[config.mk]
export PLATFORM = sky130hd
export DESIGN_NAME = bac_burst_counter
export DESIGN_NICKNAME = d
export VERILOG_FILES = /design/src/pkg/bac_pkg.sv /design/src/rtl/bac_burst_counter.sv /design/src/rtl/bac_incr.sv /design/src/rtl/bac_op_decode.sv
export SDC_FILE = /design/constraint.sdc
export NUM_CORES = 1
export LEC_CHECK = 0
export BUFFER_PORTS_ARGS = -buffer_cell sky130_fd_sc_hd__buf_2
export CAP_MARGIN = 20
export CORE_MARGIN = 5
export CORE_UTILIZATION = 55
export CTS_BUF_LIST = sky130_fd_sc_hd__clkbuf_4 sky130_fd_sc_hd__clkbuf_8
export DETAILED_ROUTE_END_ITERATION = 8
export PLACE_DENSITY = 0.77
export SYNTH_ARGS = -nofsm -noshare
export SYNTH_HDL_FRONTEND = slang
export SYNTH_SLANG_ARGS = --single-unit
export TNS_END_PERCENT = 20
[constraint.sdc]
create_clock -name clk -period 6.64 [get_ports clk]
set_input_delay 0.996 -clock clk [delete_from_list [all_inputs] [get_ports clk]]
set_output_delay 0.996 -clock clk [all_outputs]
set_load 0.03 [all_outputs]
[src/pkg/bac_pkg.sv]
package bac_pkg;

  // Port address width, 15 to 18 bits depending on array depth
  localparam int BAC_ADDR_W = 18;

  // Values after reset
  localparam logic BAC_WRAP_FLAG_RST = 1'b1;
  localparam logic BAC_ADDR_OE_RST = 1'b0;
  localparam logic BAC_DATA_HIZ_RST = 1'b0;
  localparam logic BAC_MASK_OK_RST = 1'b1;

  // Readback pipeline depth in clock edges
  localparam int BAC_READBACK_LAT = 1;

  // Operation selected by the control pins at a clock edge
  typedef enum logic [3:0] {
    BAC_OP_HOLD = 4'h0,
    BAC_OP_CNT_CLEAR = 4'h1,
    BAC_OP_CNT_LOAD = 4'h2,
    BAC_OP_CNT_READ = 4'h3,
    BAC_OP_CNT_INC = 4'h4,
    BAC_OP_MSK_CLEAR = 4'h5,
    BAC_OP_MSK_LOAD = 4'h6,
    BAC_OP_MSK_READ = 4'h7,
    BAC_OP_RESERVED = 4'h8
  } bac_op_t;

  // Synchronous control pins of the port
  typedef struct packed {
    logic counter_or_mask_select;
    logic counter_clear_n;
    logic address_strobe_n;
    logic count_enable_n;
  } bac_ctrl_t;

  // Port chip selects
  typedef struct packed {
    logic port_select_low;
    logic port_select_high;
  } bac_sel_t;

endpackage

[src/rtl/bac_burst_counter.sv]
`timescale 1ns/1ps
module bac_burst_counter
  import bac_pkg::*;
#(
  parameter int ADDR_W = BAC_ADDR_W
)
(
  input wire logic clk, // Port clock
  input wire logic rst_n, // Synchronous system reset
  input wire logic master_reset_n, // Asynchronous master reset
  input wire logic counter_or_mask_select, // High counter, low mask
  input wire logic counter_clear_n, // Clear request
  input wire logic address_strobe_n, // Address strobe
  input wire logic count_enable_n, // Count enable
  input wire logic port_select_low, // Chip select, active low
  input wire logic port_select_high, // Chip select, active high
  input wire logic [ADDR_W-1:0] addr_in, // Address pins, input side
  output logic [ADDR_W-1:0] addr_out, // Address pins, readback value
  output logic addr_oe, // Address pins driven
  output logic [ADDR_W-1:0] ram_addr, // Counter value to the array
  output logic wrap_flag_n, // Wrap flag, low at top of range
  output logic data_hiz, // Data pins forced to high impedance
  output bac_op_t last_op, // Operation taken at last edge
  output logic mask_ok // Mask holds a permitted form
);

  // Burst registers
  logic [ADDR_W-1:0] counter;
  logic [ADDR_W-1:0] mask;
  logic [ADDR_W-1:0] mirror;

  // Carriers for the pins
  bac_ctrl_t ctrl;
  bac_sel_t sel;
  bac_op_t op;

  // Increment result
  logic [ADDR_W-1:0] inc_value;
  logic inc_at_top;

  // Readback and mask check helpers
  logic port_selected;
  logic readback;
  logic [ADDR_W-1:0] mask_fill;
  logic [ADDR_W-1:0] mask_fill_p1;
  logic mask_form_ok;

  // Master reset release, held off two edges so no register leaves reset mid-edge
  logic [1:0] master_reset_n_sync;
  logic master_reset_n_sync_n;

  // Release synchroniser; the pin still clears it, and through it everything, at once
  always_ff @(posedge clk or negedge master_reset_n)
  begin
    if (!master_reset_n)
      master_reset_n_sync <= 2'h0;
    else
      master_reset_n_sync <= {master_reset_n_sync[0], 1'h1};
  end

  // Register reset taken from the second stage only
  assign master_reset_n_sync_n = master_reset_n_sync[1];

  // Gather control pins into carriers
  assign ctrl.counter_or_mask_select = counter_or_mask_select;
  assign ctrl.counter_clear_n = counter_clear_n;
  assign ctrl.address_strobe_n = address_strobe_n;
  assign ctrl.count_enable_n = count_enable_n;
  assign sel.port_select_low = port_select_low;
  assign sel.port_select_high = port_select_high;

  // Operation from the control pins alone; chip selects play no part
  bac_op_decode u_decode (
    .ctrl (ctrl),
    .op (op)
  );

  // Next counter value for an increment
  bac_incr #(
    .ADDR_W (ADDR_W)
  ) u_incr (
    .counter (counter),
    .mask (mask),
    .mirror (mirror),
    .next_counter (inc_value),
    .next_at_top (inc_at_top)
  );

  // Counter register, touched only by its own load, increment and clear operations
  always_ff @(posedge clk or negedge master_reset_n_sync_n)
  begin
    if (!master_reset_n_sync_n)
      counter <= '0;
    else if (!rst_n)
      counter <= '0;
    else
    begin
      case (op)
        BAC_OP_CNT_LOAD: counter <= addr_in;
        BAC_OP_CNT_INC: counter <= inc_value;
        BAC_OP_CNT_CLEAR: counter <= counter & ~mask;
        default: counter <= counter;
      endcase
    end
  end

  // Mask register; reset and mask clear both unmask every bit
  always_ff @(posedge clk or negedge master_reset_n_sync_n)
  begin
    if (!master_reset_n_sync_n)
      mask <= '1;
    else if (!rst_n)
      mask <= '1;
    else
    begin
      case (op)
        BAC_OP_MSK_CLEAR: mask <= '1;
        BAC_OP_MSK_LOAD: mask <= addr_in;
        default: mask <= mask;
      endcase
    end
  end

  // Mirror register keeps the start of the burst for the wrap reload
  always_ff @(posedge clk or negedge master_reset_n_sync_n)
  begin
    if (!master_reset_n_sync_n)
      mirror <= '0;
    else if (!rst_n)
      mirror <= '0;
    else
    begin
      case (op)
        BAC_OP_CNT_LOAD: mirror <= addr_in;
        BAC_OP_CNT_CLEAR: mirror <= mirror & ~mask;
        default: mirror <= mirror;
      endcase
    end
  end

  // Wrap flag follows increments and is released by the other writes
  always_ff @(posedge clk or negedge master_reset_n_sync_n)
  begin
    if (!master_reset_n_sync_n)
      wrap_flag_n <= BAC_WRAP_FLAG_RST;
    else if (!rst_n)
      wrap_flag_n <= BAC_WRAP_FLAG_RST;
    else
    begin
      case (op)
        BAC_OP_CNT_INC: wrap_flag_n <= ~inc_at_top;
        BAC_OP_CNT_CLEAR,
        BAC_OP_CNT_LOAD,
        BAC_OP_MSK_CLEAR,
        BAC_OP_MSK_LOAD: wrap_flag_n <= BAC_WRAP_FLAG_RST;
        default: wrap_flag_n <= wrap_flag_n;
      endcase
    end
  end

  // Array address mirrors the counter, one flop image of it
  always_ff @(posedge clk or negedge master_reset_n_sync_n)
  begin
    if (!master_reset_n_sync_n)
      ram_addr <= '0;
    else if (!rst_n)
      ram_addr <= '0;
    else
    begin
      case (op)
        BAC_OP_CNT_LOAD: ram_addr <= addr_in;
        BAC_OP_CNT_INC: ram_addr <= inc_value;
        BAC_OP_CNT_CLEAR: ram_addr <= counter & ~mask;
        default: ram_addr <= counter;
      endcase
    end
  end

  // Readback is a pipelined stage on the address pins
  assign readback = (op == BAC_OP_CNT_READ) || (op == BAC_OP_MSK_READ);
  assign port_selected = !sel.port_select_low && sel.port_select_high;

  // Readback value registered at the edge that takes the request
  always_ff @(posedge clk or negedge master_reset_n_sync_n)
  begin
    if (!master_reset_n_sync_n)
      addr_out <= '0;
    else if (!rst_n)
      addr_out <= '0;
    else if (op == BAC_OP_CNT_READ)
      addr_out <= counter;
    else if (op == BAC_OP_MSK_READ)
      addr_out <= mask;
    else
      addr_out <= addr_out;
  end

  // Address pins driven for the cycle after each readback request
  always_ff @(posedge clk or negedge master_reset_n_sync_n)
  begin
    if (!master_reset_n_sync_n)
      addr_oe <= BAC_ADDR_OE_RST;
    else if (!rst_n)
      addr_oe <= BAC_ADDR_OE_RST;
    else
      addr_oe <= readback;
  end

  // Data pins float while a readback meets an enabled port
  always_ff @(posedge clk or negedge master_reset_n_sync_n)
  begin
    if (!master_reset_n_sync_n)
      data_hiz <= BAC_DATA_HIZ_RST;
    else if (!rst_n)
      data_hiz <= BAC_DATA_HIZ_RST;
    else
      data_hiz <= readback && port_selected;
  end

  // Operation taken, kept for observation
  always_ff @(posedge clk or negedge master_reset_n_sync_n)
  begin
    if (!master_reset_n_sync_n)
      last_op <= BAC_OP_HOLD;
    else if (!rst_n)
      last_op <= BAC_OP_HOLD;
    else
      last_op <= op;
  end

  // Permitted masks are 2^n-1 or 2^n-2 and not zero
  assign mask_fill = mask | {{(ADDR_W-1){1'b0}}, 1'b1};
  assign mask_fill_p1 = mask_fill + {{(ADDR_W-1){1'b0}}, 1'b1};
  assign mask_form_ok = ((mask_fill & mask_fill_p1) == '0) && (mask != '0);

  // Mask form check, one cycle behind the mask itself
  always_ff @(posedge clk or negedge master_reset_n_sync_n)
  begin
    if (!master_reset_n_sync_n)
      mask_ok <= BAC_MASK_OK_RST;
    else if (!rst_n)
      mask_ok <= BAC_MASK_OK_RST;
    else
      mask_ok <= mask_form_ok;
  end

endmodule

[src/rtl/bac_incr.sv]
`timescale 1ns/1ps
module bac_incr
#(
  parameter int ADDR_W = 18 // Counter width
)
(
  input wire logic [ADDR_W-1:0] counter, // Present counter value
  input wire logic [ADDR_W-1:0] mask, // Mask, one marks a counting bit
  input wire logic [ADDR_W-1:0] mirror, // Reload value on wrap
  output logic [ADDR_W-1:0] next_counter, // Value after one increment
  output logic next_at_top // Unmasked bits of result all ones
);

  logic [ADDR_W-1:0] filled;
  logic [ADDR_W-1:0] sum;
  logic [ADDR_W-1:0] stepped;
  logic at_top;

  // Masked bits forced to one so the carry crosses them; a masked bit 0 makes a step of two
  assign filled = counter | ~mask;
  assign sum = filled + {{(ADDR_W-1){1'b0}}, 1'b1};
  assign at_top = (counter & mask) == mask;

  // Per bit: counting bits take the sum, masked bits keep the counter
  genvar i;
  generate
    for (i = 0; i < ADDR_W; i++)
    begin : g_bit
      assign stepped[i] = mask[i] ? sum[i] : counter[i];
    end
  endgenerate

  // At the top of the range reload from the mirror instead of counting on
  assign next_counter = at_top ? mirror : stepped;
  assign next_at_top = (next_counter & mask) == mask;

endmodule

[src/rtl/bac_op_decode.sv]
`timescale 1ns/1ps
module bac_op_decode
  import bac_pkg::*;
(
  input wire bac_ctrl_t ctrl, // Control pins sampled this cycle
  output bac_op_t op // Decoded operation
);

  // Counter side when select is high, mask side when low
  always_comb
  begin
    op = BAC_OP_HOLD;
    if (ctrl.counter_or_mask_select)
    begin
      if (!ctrl.counter_clear_n)
        op = BAC_OP_CNT_CLEAR;
      else if (!ctrl.address_strobe_n && !ctrl.count_enable_n)
        op = BAC_OP_CNT_LOAD;
      else if (!ctrl.address_strobe_n)
        op = BAC_OP_CNT_READ;
      else if (!ctrl.count_enable_n)
        op = BAC_OP_CNT_INC;
      else
        op = BAC_OP_HOLD;
    end
    else
    begin
      if (!ctrl.counter_clear_n)
        op = BAC_OP_MSK_CLEAR;
      else if (!ctrl.address_strobe_n && !ctrl.count_enable_n)
        op = BAC_OP_MSK_LOAD;
      else if (!ctrl.address_strobe_n)
        op = BAC_OP_MSK_READ;
      else
        op = BAC_OP_RESERVED;
    end
  end

endmodule
* Word-level counts from Yosys, hierarchy flattened
Cells that the tools add are included.
** Word-level totals
- Input port bits :: 27
- Output and inout port bits :: 44
- Register bits after elaboration :: 82
- Word-level logic and storage cells :: 87
** Operators by class
- Muxes and demuxes :: 42
- Bitwise gates (word level) :: 8
- Add/subtract/negate cells :: 2
- Reductions and logical operators :: 11
- Equal/unequal tests :: 14
** Operator list (count)
- 18-bit two-way mux :: 7
- 18-bit bitwise AND :: 5
- 18-bit one-hot mux with 2 select lines :: 2
- 18-bit one-hot mux with 3 select lines :: 1
- 18-bit by 1-bit adder with 18-bit output (second input constant) :: 2
- 18-bit equality test :: 2
- 4-bit two-way mux :: 8
- 1-bit two-way mux :: 22
- 18-bit logical NOT :: 1
- 18-bit inverter :: 1
- 18-bit bitwise OR :: 1
- 18-bit nonzero test :: 1
- 4-bit by 3-bit equality test with 1-bit output (second input constant) :: 4
- 3-bit by 1-bit inequality test with 1-bit output (second input constant) :: 4
- 4-bit by 2-bit equality test with 1-bit output (second input constant) :: 2
- 4-bit by 1-bit equality test with 1-bit output (second input constant) :: 1
- 1-bit logical AND :: 4
- 4-bit by 1-bit inequality test with 1-bit output (second input constant) :: 1
- 4-bit OR reduction :: 1
- 1-bit logical NOT :: 3
- 3-bit two-way mux :: 1
- 1-bit one-hot mux with 2 select lines :: 1
- 1-bit logical OR :: 1
- 1-bit inverter :: 1

* Logic depth before layout (Yosys ltp)
Gate-level depths: netlist (run 1).
- Depth after elaboration :: 10
- Depth in mapped cells :: 12
- Mapped depth without buffers :: 11

* By module
From an unflattened synthesis (run 1), not the netlist that was laid out.
** Second synthesis, totals
- Cells, all modules :: 560
- Area total of the unflattened synthesis :: 5052.3 sq um
** By module, submodules not included
- bac_burst_counter :: area each 3783.6 sq um, cells each 360, seq. area each 2077.0 sq um, times used 1
- bac_incr :: area each 1217.4 sq um, cells each 193, seq. area each 0.0 sq um, times used 1
- bac_op_decode :: area each 51.3 sq um, cells each 7, seq. area each 0.0 sq um, times used 1

* Worst setup path after synthesis (run 1)
Ideal clock, no wire load.
- Kind :: input-to-reg
- From :: in counter_or_mask_select
- To :: reg ram_addr[12]
- Slack :: 3.893 ns
- Required time :: 6.519 ns
- Data arrival time :: 2.626 ns
- Setup time :: 0.121 ns
- Buffers on the path :: 3
- Stages :: 9
- Cells stage by stage :: clkbuf_1 inv_1 nor3_1 clkbuf_1 nor2_1 clkbuf_1 a32oi_1 o21ai_0 a22o_1
** Between the ends
- Longest elaborated chain between the ends :: 4
- Elaborated cells between the ends (all ways) :: 7
- Those cells by class :: eq/ne: 4; mux: 3
** Ends and longest elaborated chain
- start, declared :: RTL line bac_burst_counter.sv:11 : input wire logic counter_or_mask_select,
- 4-bit two-way mux (*) :: RTL line bac_op_decode.sv:13 : if (ctrl.counter_or_mask_select)
- 4-bit by 1-bit equality test with 1-bit output (tied with other cells) :: RTL line bac_burst_counter.sv:170 : case (op)
- 18-bit one-hot mux with 3 select lines :: RTL line bac_burst_counter.sv:170
- 18-bit two-way mux :: RTL line bac_burst_counter.sv:166 : else if (!rst_n)
- end signal, assigned :: RTL line bac_burst_counter.sv:171 : BAC_OP_CNT_LOAD: ram_addr <= addr_in;
- end signal, assigned :: RTL line bac_burst_counter.sv:172 : BAC_OP_CNT_INC: ram_addr <= inc_value;
- end signal, assigned :: RTL line bac_burst_counter.sv:173 : BAC_OP_CNT_CLEAR: ram_addr <= counter & ~mask;
- end, declared :: RTL line bac_burst_counter.sv:20 : output logic [ADDR_W-1:0] ram_addr,
Mark *: on every way between the ends. The rest lies on a longest branch, timed or not.
A chain may end at the register's enable or synchronous reset.

==> impl_metrics.toml, run 1 <==
[status]
status = "finished clean"

[die]
dieArea_sq_um = 10900
coreArea_sq_um = 8720
fp.dieW_um = 104
die_h_um = 104
initial_utilization_pct = 56.2
ios = 71
row_count = 34

[synth]
syn_area_sq_um = 4900
async_reset_ff_share_pct = 100
ys_seq_area_share_pct = 42.3
synth-seq-cells = 82
yosysUniqueCellTypes = 62
syn_avg_cell_area_sq_um = 9.07
synthCells = 541
syn-num-nets = 572
synth-edff-count = 0
ys.flop_type = "dfrtp_1"
synth_warnings = 0

[timing]
finalCritPeriodShare_pct = 49.4
rsz0062_at_grt = "no"
hold-worst-slack_ps = 309
finalCriticalPeriod_ps = 3280
fin_tns_setup_ps = 0
slew_viol_final = 0
slew_headroom_pct = 38.0
tightest_slew_ps = 929
setup_violations = 0
fmax_ghz = 0.305
finalHoldViolations = 0
finClkSkew_ps = 13.2

[global_routing]
grt_overflow = 0
grt_antenna_before_repair = 0
grt_pass1_vias = 4627
grt_max_degree = 81
grt_use_total_pct = 28.6
grt_pass1_wl_um = 25400

[route]
vias_per_cell = 6.78
drt-initial-drc-count = 441
postRouteAntennaNets = 0
totalWireLength_um = 15400
routedWlPerCell_um = 22.2
vias = 4703
drc = 0
dr.pass1.iters = 5

[clock_tree]
cts_tree = "done"
clk_latency_ps = 370
postCtsResizedCells = 0
cts_hold_buffers = 0
root_buffer = "clkbuf_8"
cts.sinks = 82
cts.clk_slew.worst_paths_ps = 100
cts_buffers = 9
htree_levels = 3
clk_path_buf_depth = 2
cts_setup_buffers = 0

[power_and_ir_drop]
pwr-share-seq_pct = 49.1
power.switching_uw = 357
pwr_density_cell_nw_per_um2 = 208
clkPwrFrac_pct = 34.0
leakagePower_nw = 2.52
p_int_uw = 778
fin_total_pwr_mw = 1.13
peakVddDrop_v = 0.000107
switching_share_pct = 31.4
combPwrFrac_pct = 16.9

[worst_setup_path]
reg2reg_to = "ram_addr[11]$_DFFE_PN0P_"
critPathBufInv = 1
cpPeakStageDelay_ps = 750
arrival_ps = 3540
worstPathCellList = "nand2b_1 > nand4_1 > nor3_4 > nor2b_1 > buf_4 > nor2_1 > a21oi_1 > o21ai_0 > a22o_1"
r2r_start = "ram_addr[3]$_DFFE_PN0P_"
end_kind = "flop"
crit_path_start_kind = "flop"
path_delay_family = "simple AND/OR/NAND/NOR gates"
rrSetupSlack_ps = 3360
critPathRequiredTime_ps = 6890
reg2regPathDepth = 9
crit_type = "reg2reg"
crit_slowest_cell = "nor2b_1"
cp_max_fo = 14

[finish]
num_antenna_cells = 0
layout.nets = 612
area_delta_synth_final_pct = 11.2
drive_gt1_share_pct = 21.8

[run]
maxCapViolations = 0

[placement]
hpwl_um = 10500
gp_congestion = 0.971
port_buffers = 70

[min_path]
hold_class = "reg2async"
[placed cells by master (no fill, tap or decap), drive strengths merged, types with 12 or more instances in the layout]
master / instances
a22o: 31
dfrtp: 62
xnor2: 17
o22a: 18
nand2: 73
inv: 18
nor2: 25
o221ai: 19
o21ai: 45
buf: 78
dfstp: 20
nand2b: 12
a21oi: 20
[cell type report]
cell class | instances | area (sq um)
clock inverters | 5 | 62.6
flip-flops and latches | 82 | 2080
multi-input cells | 392 | 2540
clock buffers | 11 | 145
repair buffers | 78 | 423
inverters | 18 | 67.6
well taps | 108 | 135
fillers | 766 | 3270
[sequential cells by signal, indices dropped and copies added (netlist names)]
name                 cells
last_op                  4
mirror                  18
addr_out                18
master_reset_n_sync      2
mask                    18
mask_ok                  1
ram_addr                18
data_hiz                 1
wrap_flag_n              1
addr_oe                  1
[cell usage after synthesis (2+ instances only)]
master,number,share of area [%]
a211oi_1,3,0.46
a21o_1,2,0.31
a21oi_1,20,2.0
a221oi_1,7,1.3
a22o_1,31,5.5
a31oi_1,5,0.64
a32oi_1,10,1.8
and2_1,2,0.26
and3_1,4,0.51
buf_2,8,0.82
buf_6,3,0.69
clkbuf_1,36,2.8
dfrtp_1,62,32
dfstp_2,20,11
ha_1,4,1.0
inv_1,17,1.3
mux2i_1,7,1.4
nand2_1,73,5.6
nand2b_1,11,1.4
nand3_1,7,0.71
nand3b_1,2,0.31
nand4_1,8,1.0
nor2_1,25,1.9
nor2b_1,6,0.77
nor3_1,9,0.92
nor3b_1,5,0.77
nor4_1,9,1.1
nor4_2,2,0.51
o2111ai_1,3,0.54
o21a_1,3,0.46
o21ai_0,43,4.4
o21ai_1,2,0.20
o221ai_1,18,3.2
o22a_1,18,3.2
o22ai_1,4,0.51
or2b_2,3,0.54
or3_1,4,0.51
xnor2_1,17,3.0
xor2_1,5,0.89
[per-layer routing]
layer | vias to the layer above | global-route usage [%] | wire length (um)
met2 | 277 | 43.2 | 7050
met4 | 0 | 11.6 | 488
met3 | 48 | 5.34 | 1360
li1 | 2084 | - | -
met1 | 2294 | 40.3 | 6540
met5 | - | 0 | 0
[worst max-delay path by stage]
stage / startpoint / cells past startpoint / end
floorplan: counter_or_mask_select / 9 / ram_addr[12]$_DFFE_PN0P_
global placement: counter_or_mask_select / 9 / ram_addr[13]$_DFFE_PN0P_
detailed placement: counter_or_mask_select / 8 / ram_addr[6]$_DFFE_PN0P_
CTS: ram_addr[5]$_DFFE_PN0P_ / 9 / ram_addr[11]$_DFFE_PN0P_
global route: ram_addr[3]$_DFFE_PN0P_ / 9 / ram_addr[1]$_DFFE_PN0P_
finish: ram_addr[3]$_DFFE_PN0P_ / 9 / ram_addr[11]$_DFFE_PN0P_
[power by group through the flow]
stage	registers, mW	logic (mW)	clock network [mW]
final	0.558	0.192	0.385
after global routing	0.562	0.207	0.415
after CTS	0.562	0.183	0.392
after detailed placement	0.571	0.183	0
after global placement	0.570	0.179	0
after floorplan	0.586	0.100	0
[kinds of logic after synthesis]
group | after synthesis | share of synthesized area (%)
AOI/OAI and AO/OA | 180 | 26.8
and+or+nand+nor | 177 | 18.3
DFF | 82 | 42.3
buffers and inverters | 67 | 5.87
xor gates and xnor gates | 22 | 3.93
muxes | 8 | 1.66
adders and majority gates | 4 | 1.02
other | 1 | 0.0765
[metrics by stage]
stage / instance area [sq um] / std cells / utilization [%] / setup WS, ps
final: 5450 / 694 / 62.5 / 3360
after global routing: 5450 / 694 / 62.5 / 3130
after CTS: 5430 / 693 / 62.3 / 3430
after detailed placement: 5230 / 677 / 59.9 / 3230
after global placement: 5230 / 677 / 59.9 / 3380
after floorplan: 4900 / 541 / - / 3890
Power figures use the tool's default switching activity.
==> inputs of run 2 (changes only) <==
- ABC_AREA: not set -> 1
- CORE_UTILIZATION: 55 -> 54
- PLACE_DENSITY: 0.77 -> 0.79
- clock period: 6.64 -> 2.7 ns (I/O delays scaled with it)
==> impl_metrics.toml, run 2 <==
[status]
status = "finished clean"

[die]
fp.dieW_um = 109
ios = 71
dieArea_sq_um = 11800
row_count = 36
coreArea_sq_um = 9640
die_h_um = 109
initial_utilization_pct = 54.5

[finish]
final_cell_mix = "nand2_1, o21ai_0, buf_2"
drive_gt1_share_pct = 23.6
multi_input_area_sq_um = 2640
seqCellArea_sq_um = 2080
layout.nets = 798
n_fill_cell = 946
area_delta_synth_final_pct = 12.4
final_common_cell = "nand2_1"
finish.utilization_pct = 61.2
num_antenna_cells = 0

[route]
drc = 0
dr.pass1.iters = 5
totalWireLength_um = 16900
routedWlPerCell_um = 18.7
postRouteAntennaNets = 0
drt-initial-drc-count = 541
vias = 5316
vias_per_cell = 5.87

[synth]
synth-seq-cells = 82
synth_area_leaders = "dfrtp_1, dfstp_2, o21ai_0"
synthCells = 708
synth_area_leader_cell = "dfrtp_1"
synth_adder_area_share_pct = 0.953
synthSimpleGateAreaFrac_pct = 28.7
syn_avg_cell_area_sq_um = 7.42
syn-num-nets = 739
synth_most_common_cell = "nand2_1"
synth_xor_xnor_area_share_pct = 0.167
synth_compound_area_share_pct = 20.4
synth_mux_area_share_pct = 0
yosysUniqueCellTypes = 37
synth-edff-count = 0
async_reset_ff_share_pct = 100
ys_seq_area_share_pct = 39.6
synth_warnings = 0
syn_area_sq_um = 5250
synth_top_cells_by_count = "nand2_1, o21ai_0, nand3_1, nor2_1, inv_1"
ys.flop_type = "dfrtp_1"
synth_top_family_by_area = "simple AND/OR/NAND/NOR gates"
synth_top_area_share_pct = 29.6

[timing]
finalHoldViolations = 0
hold-worst-slack_ps = 171
fin_tns_setup_ps = 0
slew_headroom_pct = 57.4
tightest_slew_ps = 638
finalCriticalPeriod_ps = 2330
post-route-worst-setup-slack_ps = 373
setup_violations = 0
finClkSkew_ps = 13.8
fmax_ghz = 0.430
rsz0062_at_grt = "no"
finalCritPeriodShare_pct = 86.2
slew_viol_final = 0

[worst_setup_path]
critical_path.most_common_cell = "nand2_1"
worstPathCellList = "inv_1 > ha_1 > inv_1 > ha_1 > nand3_1 > nor2_2 > nand3_1 > nand2_1 > nand2_1 > nand3_1 > nand2_1 > nor2_1 > nand4_1 > nand2_1 > nand2_1"
crit_slowest_cell = "dfrtp_1"
crit_type = "reg2reg"
reg2regPathDepth = 15
worstSetupPathDepth = 15
critPathBufInv = 2
path_delay_family = "simple AND/OR/NAND/NOR gates"
arrival_ps = 2630
cp_max_fo = 5
critPathRequiredTime_ps = 3000
end_kind = "flop"
rrSetupSlack_ps = 370
cpPeakStageDelay_ps = 410
crit_path_start_kind = "flop"

[clock_tree]
root_buffer = "clkbuf_8"
clk_path_buf_depth = 2
htree_levels = 3
clk_latency_ps = 370
cts.clk_slew.worst_paths_ps = 90
cts_tree = "done"
cts.sinks = 82
postCtsResizedCells = 0
cts_buffers = 9

[placement]
hpwl_um = 12200
gp_congestion = 0.999
post-place-ws_ps = 430
port_buffers = 70

[global_routing]
grt_antenna_before_repair = 0
grt_use_total_pct = 29.8
grt_max_degree = 81
grt_overflow = 0
grt_pass1_wl_um = 26600
grt_pass1_vias = 4899

[min_path]
hold_class = "in2reg"
min_delay_path_depth = 2

[power_and_ir_drop]
pwr_density_cell_nw_per_um2 = 507
peakVddDrop_v = 0.000263
leakagePower_nw = 3.03

[run]
maxCapViolations = 0
run 2: path summary, 6_finish.rpt:
check                                                  from                      end
setup reg to reg                    ram_addr[0]$_DFFE_PN0P_  wrap_flag_n$_DFFE_PN1P_
setup / recovery                    ram_addr[0]$_DFFE_PN0P_  wrap_flag_n$_DFFE_PN1P_
max in group asynchronous  master_reset_n_sync[1]$_DFF_PN0_        mask_ok$_DFF_PN1_
hold reg to reg            master_reset_n_sync[1]$_DFF_PN0_    mirror[9]$_DFFE_PN0P_
hold / removal                              port_select_low       data_hiz$_DFF_PN0_
min in group asynchronous  master_reset_n_sync[1]$_DFF_PN0_    mirror[9]$_DFFE_PN0P_
run 2: final cells by class:
class / count / area share [%]
clock inverter: 4 / 0.869
inverter: 90 / 5.72
timing repair buffer: 83 / 7.97
tap: 133 / 2.82
sequential: 82 / 35.3
multi-input combinational: 501 / 44.7
clock buffer: 12 / 2.69
run 2: cells by family after synthesis:
kind of cell	Yosys count
xor+xnor	1
compound gates	184
buf+inv	125
fa+ha+maj	4
other cells	1
flops	82
simple gates	311
run 2: stage by stage:
| stage | std cells | total power, mW | instance area (sq um) |
|---|---|---|---|
| 3_5_place_dp | 887 | 2.05 | 5650 |
| 4_1_cts | 904 | 2.99 | 5870 |
| 3_3_place_gp | 887 | 2.04 | 5650 |
| 2_1_floorplan | 708 | 1.83 | 5250 |
| 5_1_grt | 905 | 3.13 | 5900 |
| 6_report | 905 | 2.99 | 5900 |
run 2: layer usage:
layer  track usage (%)  vias up  routed length (um)
li1                  -     2515                   -
met1              43.7     2482                7510
met2              43.2      287                7280
met3              6.27       32                1790
met4              11.1        0                 357
met5                 0        -                   0
run 2: repair_timing:
item                                    CTS  global route
hold buffers                              1             0
endpoints found under the setup margin    0             0
buffers inserted                          0             0
endpoints found under the hold margin     2             0
run 2: power breakdown:
group          internal [mW]  switching [mW]
logic                  0.183           0.456
registers               1.32          0.0870
clock network          0.489           0.462
total                   1.99            1.00
==> inputs of run 3 (changes only) <==
- CORE_UTILIZATION: 54 -> 55
- SYNTH_HIERARCHICAL: not set -> 1
==> impl_metrics.toml, run 3 <==
[placement]
placed_cell_area_sq_um = 6170
port_buffers = 70
hpwl_um = 13500
gp_congestion = 0.985

[clock_tree]
cts_buffers = 9
cts.sinks = 82
cts.clk_slew.worst_paths_ps = 100
clk_latency_ps = 380
clk_path_buf_depth = 2
cts_tree = "done"
root_buffer = "clkbuf_8"
htree_levels = 3

[power_and_ir_drop]
leakagePower_nw = 3.61
pwr_density_cell_nw_per_um2 = 532
peakVddDrop_v = 0.000376

[global_routing]
grt_max_degree = 81
grt_antenna_before_repair = 0
grt_pass1_wl_um = 30700
grt_overflow = 0
grt_use_total_pct = 31.0
grt_pass1_vias = 5888

[worst_setup_path]
end_kind = "flop"
crit_slowest_cell = "dfstp_2"
r2r_start = "mask[0]$_DFFE_PN1P_"
reg2regPathDepth = 16
crit_type = "reg2reg"
reg2reg_to = "wrap_flag_n$_DFFE_PN1P_"
arrival_ps = 2780
cp_max_fo = 7
crit_start = "mask[0]$_DFFE_PN1P_"
cpPeakStageDelay_ps = 430
critical_path.most_common_cell = "nand3_1"
worstPathCellList = "ha_1 > inv_1 > ha_2 > nand3_1 > nor2_2 > nand2_1 > nand2_1 > nand3_1 > nand3_1 > nand2_1 > nor2_1 > nand3_1 > nor2_1 > nand2_1 > o21ai_0 > nand3_1"
critPathRequiredTime_ps = 2990
crit_path_start_kind = "flop"
rrSetupSlack_ps = 220

[route]
vias = 6137
routedWlPerCell_um = 19.0
totalWireLength_um = 19200
drc = 0
dr.pass1.iters = 6
drt-initial-drc-count = 721
postRouteAntennaNets = 0
vias_per_cell = 6.07

[timing]
finClkSkew_ps = 15.4
finalCritPeriodShare_pct = 91.9
finalHoldViolations = 0
rsz0062_at_grt = "no"
tightest_slew_ps = 730
fmax_ghz = 0.403
setup_violations = 0
finalCriticalPeriod_ps = 2480
slew_viol_final = 0
fin_tns_setup_ps = 0
slew_headroom_pct = 51.2

[synth]
synth_top_area_share_pct = 28.0
synthCells = 784
yosysUniqueCellTypes = 36
synth_area_leaders = "dfrtp_1, nand2_1, dfstp_2"
async_reset_ff_share_pct = 100
synth_top_cells_by_count = "nand2_1, nand3_1, inv_1"
syn_area_sq_um = 5550
ys_seq_area_share_pct = 37.4
syn_avg_cell_area_sq_um = 7.07
syn-num-nets = 814
ys.flop_type = "dfrtp_1"
synth_most_common_cell = "nand2_1"
synth-edff-count = 0
synth_warnings = 6
synth_area_leader_cell = "dfrtp_1"
synth-seq-cells = 82

[die]
dieArea_sq_um = 12200
die_h_um = 110
coreArea_sq_um = 9820
ios = 71
row_count = 36
initial_utilization_pct = 56.5
fp.dieW_um = 110

[min_path]
hold_class = "in2reg"
worstHoldStart = "port_select_low"
hold_end = "data_hiz$_DFF_PN0_"
min_delay_path_depth = 2

[finish]
num_antenna_cells = 0
area_delta_synth_final_pct = 16.8
final_common_cell = "nand2_1"
layout.nets = 903
final_cell_mix = "nand2_1, nand3_1, inv_1"
drive_gt1_share_pct = 24.0
final_area_sq_um = 6480

[run]
maxCapViolations = 0

[status]
status = "finished clean"
run 3: critical path, delay by kind of cell, from the launching register on:
family	cells	cell delay [ps]
buffers and inverters	1	150
AND/OR/NAND/NOR	12	1270
flip-flops	1	430
adder cells (fa/ha/maj)	2	470
AO/OA/AOI/OAI	1	80
run 3: layout make-up:
class / count / area (sq um)
fillers: 903 / 3340
flip-flops and latches: 82 / 2080
repair buffers: 109 / 678
clock buffers: 9 / 124
inverters: 84 / 315
clock inverters: 7 / 125
well taps: 133 / 166
multi-input cells: 587 / 2990
run 3: power breakdown:
| group | switching, mW | total, mW | internal, mW | leakage (nW) |
|---|---|---|---|---|
| Combinational | 0.642 | 0.917 | 0.275 | 2.45 |
| Clock | 0.518 | 1.14 | 0.624 | 0.118 |
| Sequential | 0.0726 | 1.39 | 1.32 | 1.03 |
| Total | 1.23 | 3.45 | 2.22 | 3.61 |
run 3: routing by layer:
metal / up-vias / share of wire, % / global-route usage (%)
li1: 2774 / - / -
met1: 2914 / 41 / 43.4
met2: 402 / 44 / 45.8
met3: 47 / 13 / 8.97
met4: 0 / 2.1 / 11.0
met5: - / 0 / 0
run 3: how the worst max path moves through the flow:
| stage | cells after the start | to | slack, ps |
|---|---|---|---|
| after floorplan | 0 | addr_oe$_DFF_PN0_ | 280 |
| after global placement | 10 | ram_addr[3]$_DFFE_PN0P_ | 160 |
| after detailed placement | 17 | wrap_flag_n$_DFFE_PN1P_ | 60 |
| after CTS | 17 | wrap_flag_n$_DFFE_PN1P_ | 50 |
| after global routing | 16 | wrap_flag_n$_DFFE_PN1P_ | 30 |
| final | 16 | wrap_flag_n$_DFFE_PN1P_ | 220 |
run 3: timing repair:
| item | CTS | global route |
|---|---|---|
| endpoints found under the setup margin | 0 | 2 |
| resized for setup | 0 | 4 |
| setup buffers | 0 | 2 |
| hold endpoints to repair | 2 | 0 |
| hold buffers | 1 | 0 |
run 3: cell families (layout without fill, tap and decap cells):
| kind of cell | count (synthesis) | after routing | share of synthesized area [%] |
|---|---|---|---|
| and+or+nand+nor | 440 | 440 | 35.8 |
| AOI/OAI and AO/OA | 142 | 142 | 17.0 |
| buffers and inverters | 115 | 209 | 8.87 |
| DFF | 82 | 82 | 37.4 |
| adders and majority gates | 3 | 3 | 0.677 |
| other | 1 | 1 | 0.0676 |
| xor gates and xnor gates | 1 | 1 | 0.158 |
run 3: through the flow:
stage | setup WS [ps] | hold WS (ps) | util, % | cells | power (mW)
final | 219 | 171 | 66.0 | 1011 | 3.45
after global routing | 30.3 | 150 | 66.0 | 1011 | 3.60
after CTS | 51.5 | 161 | 65.4 | 1008 | 3.42
after detailed placement | 58.1 | 191 | 62.8 | 991 | 2.30
after global placement | 158 | 190 | 62.8 | 991 | 2.28
after floorplan | 282 | 109 | - | 784 | 1.97
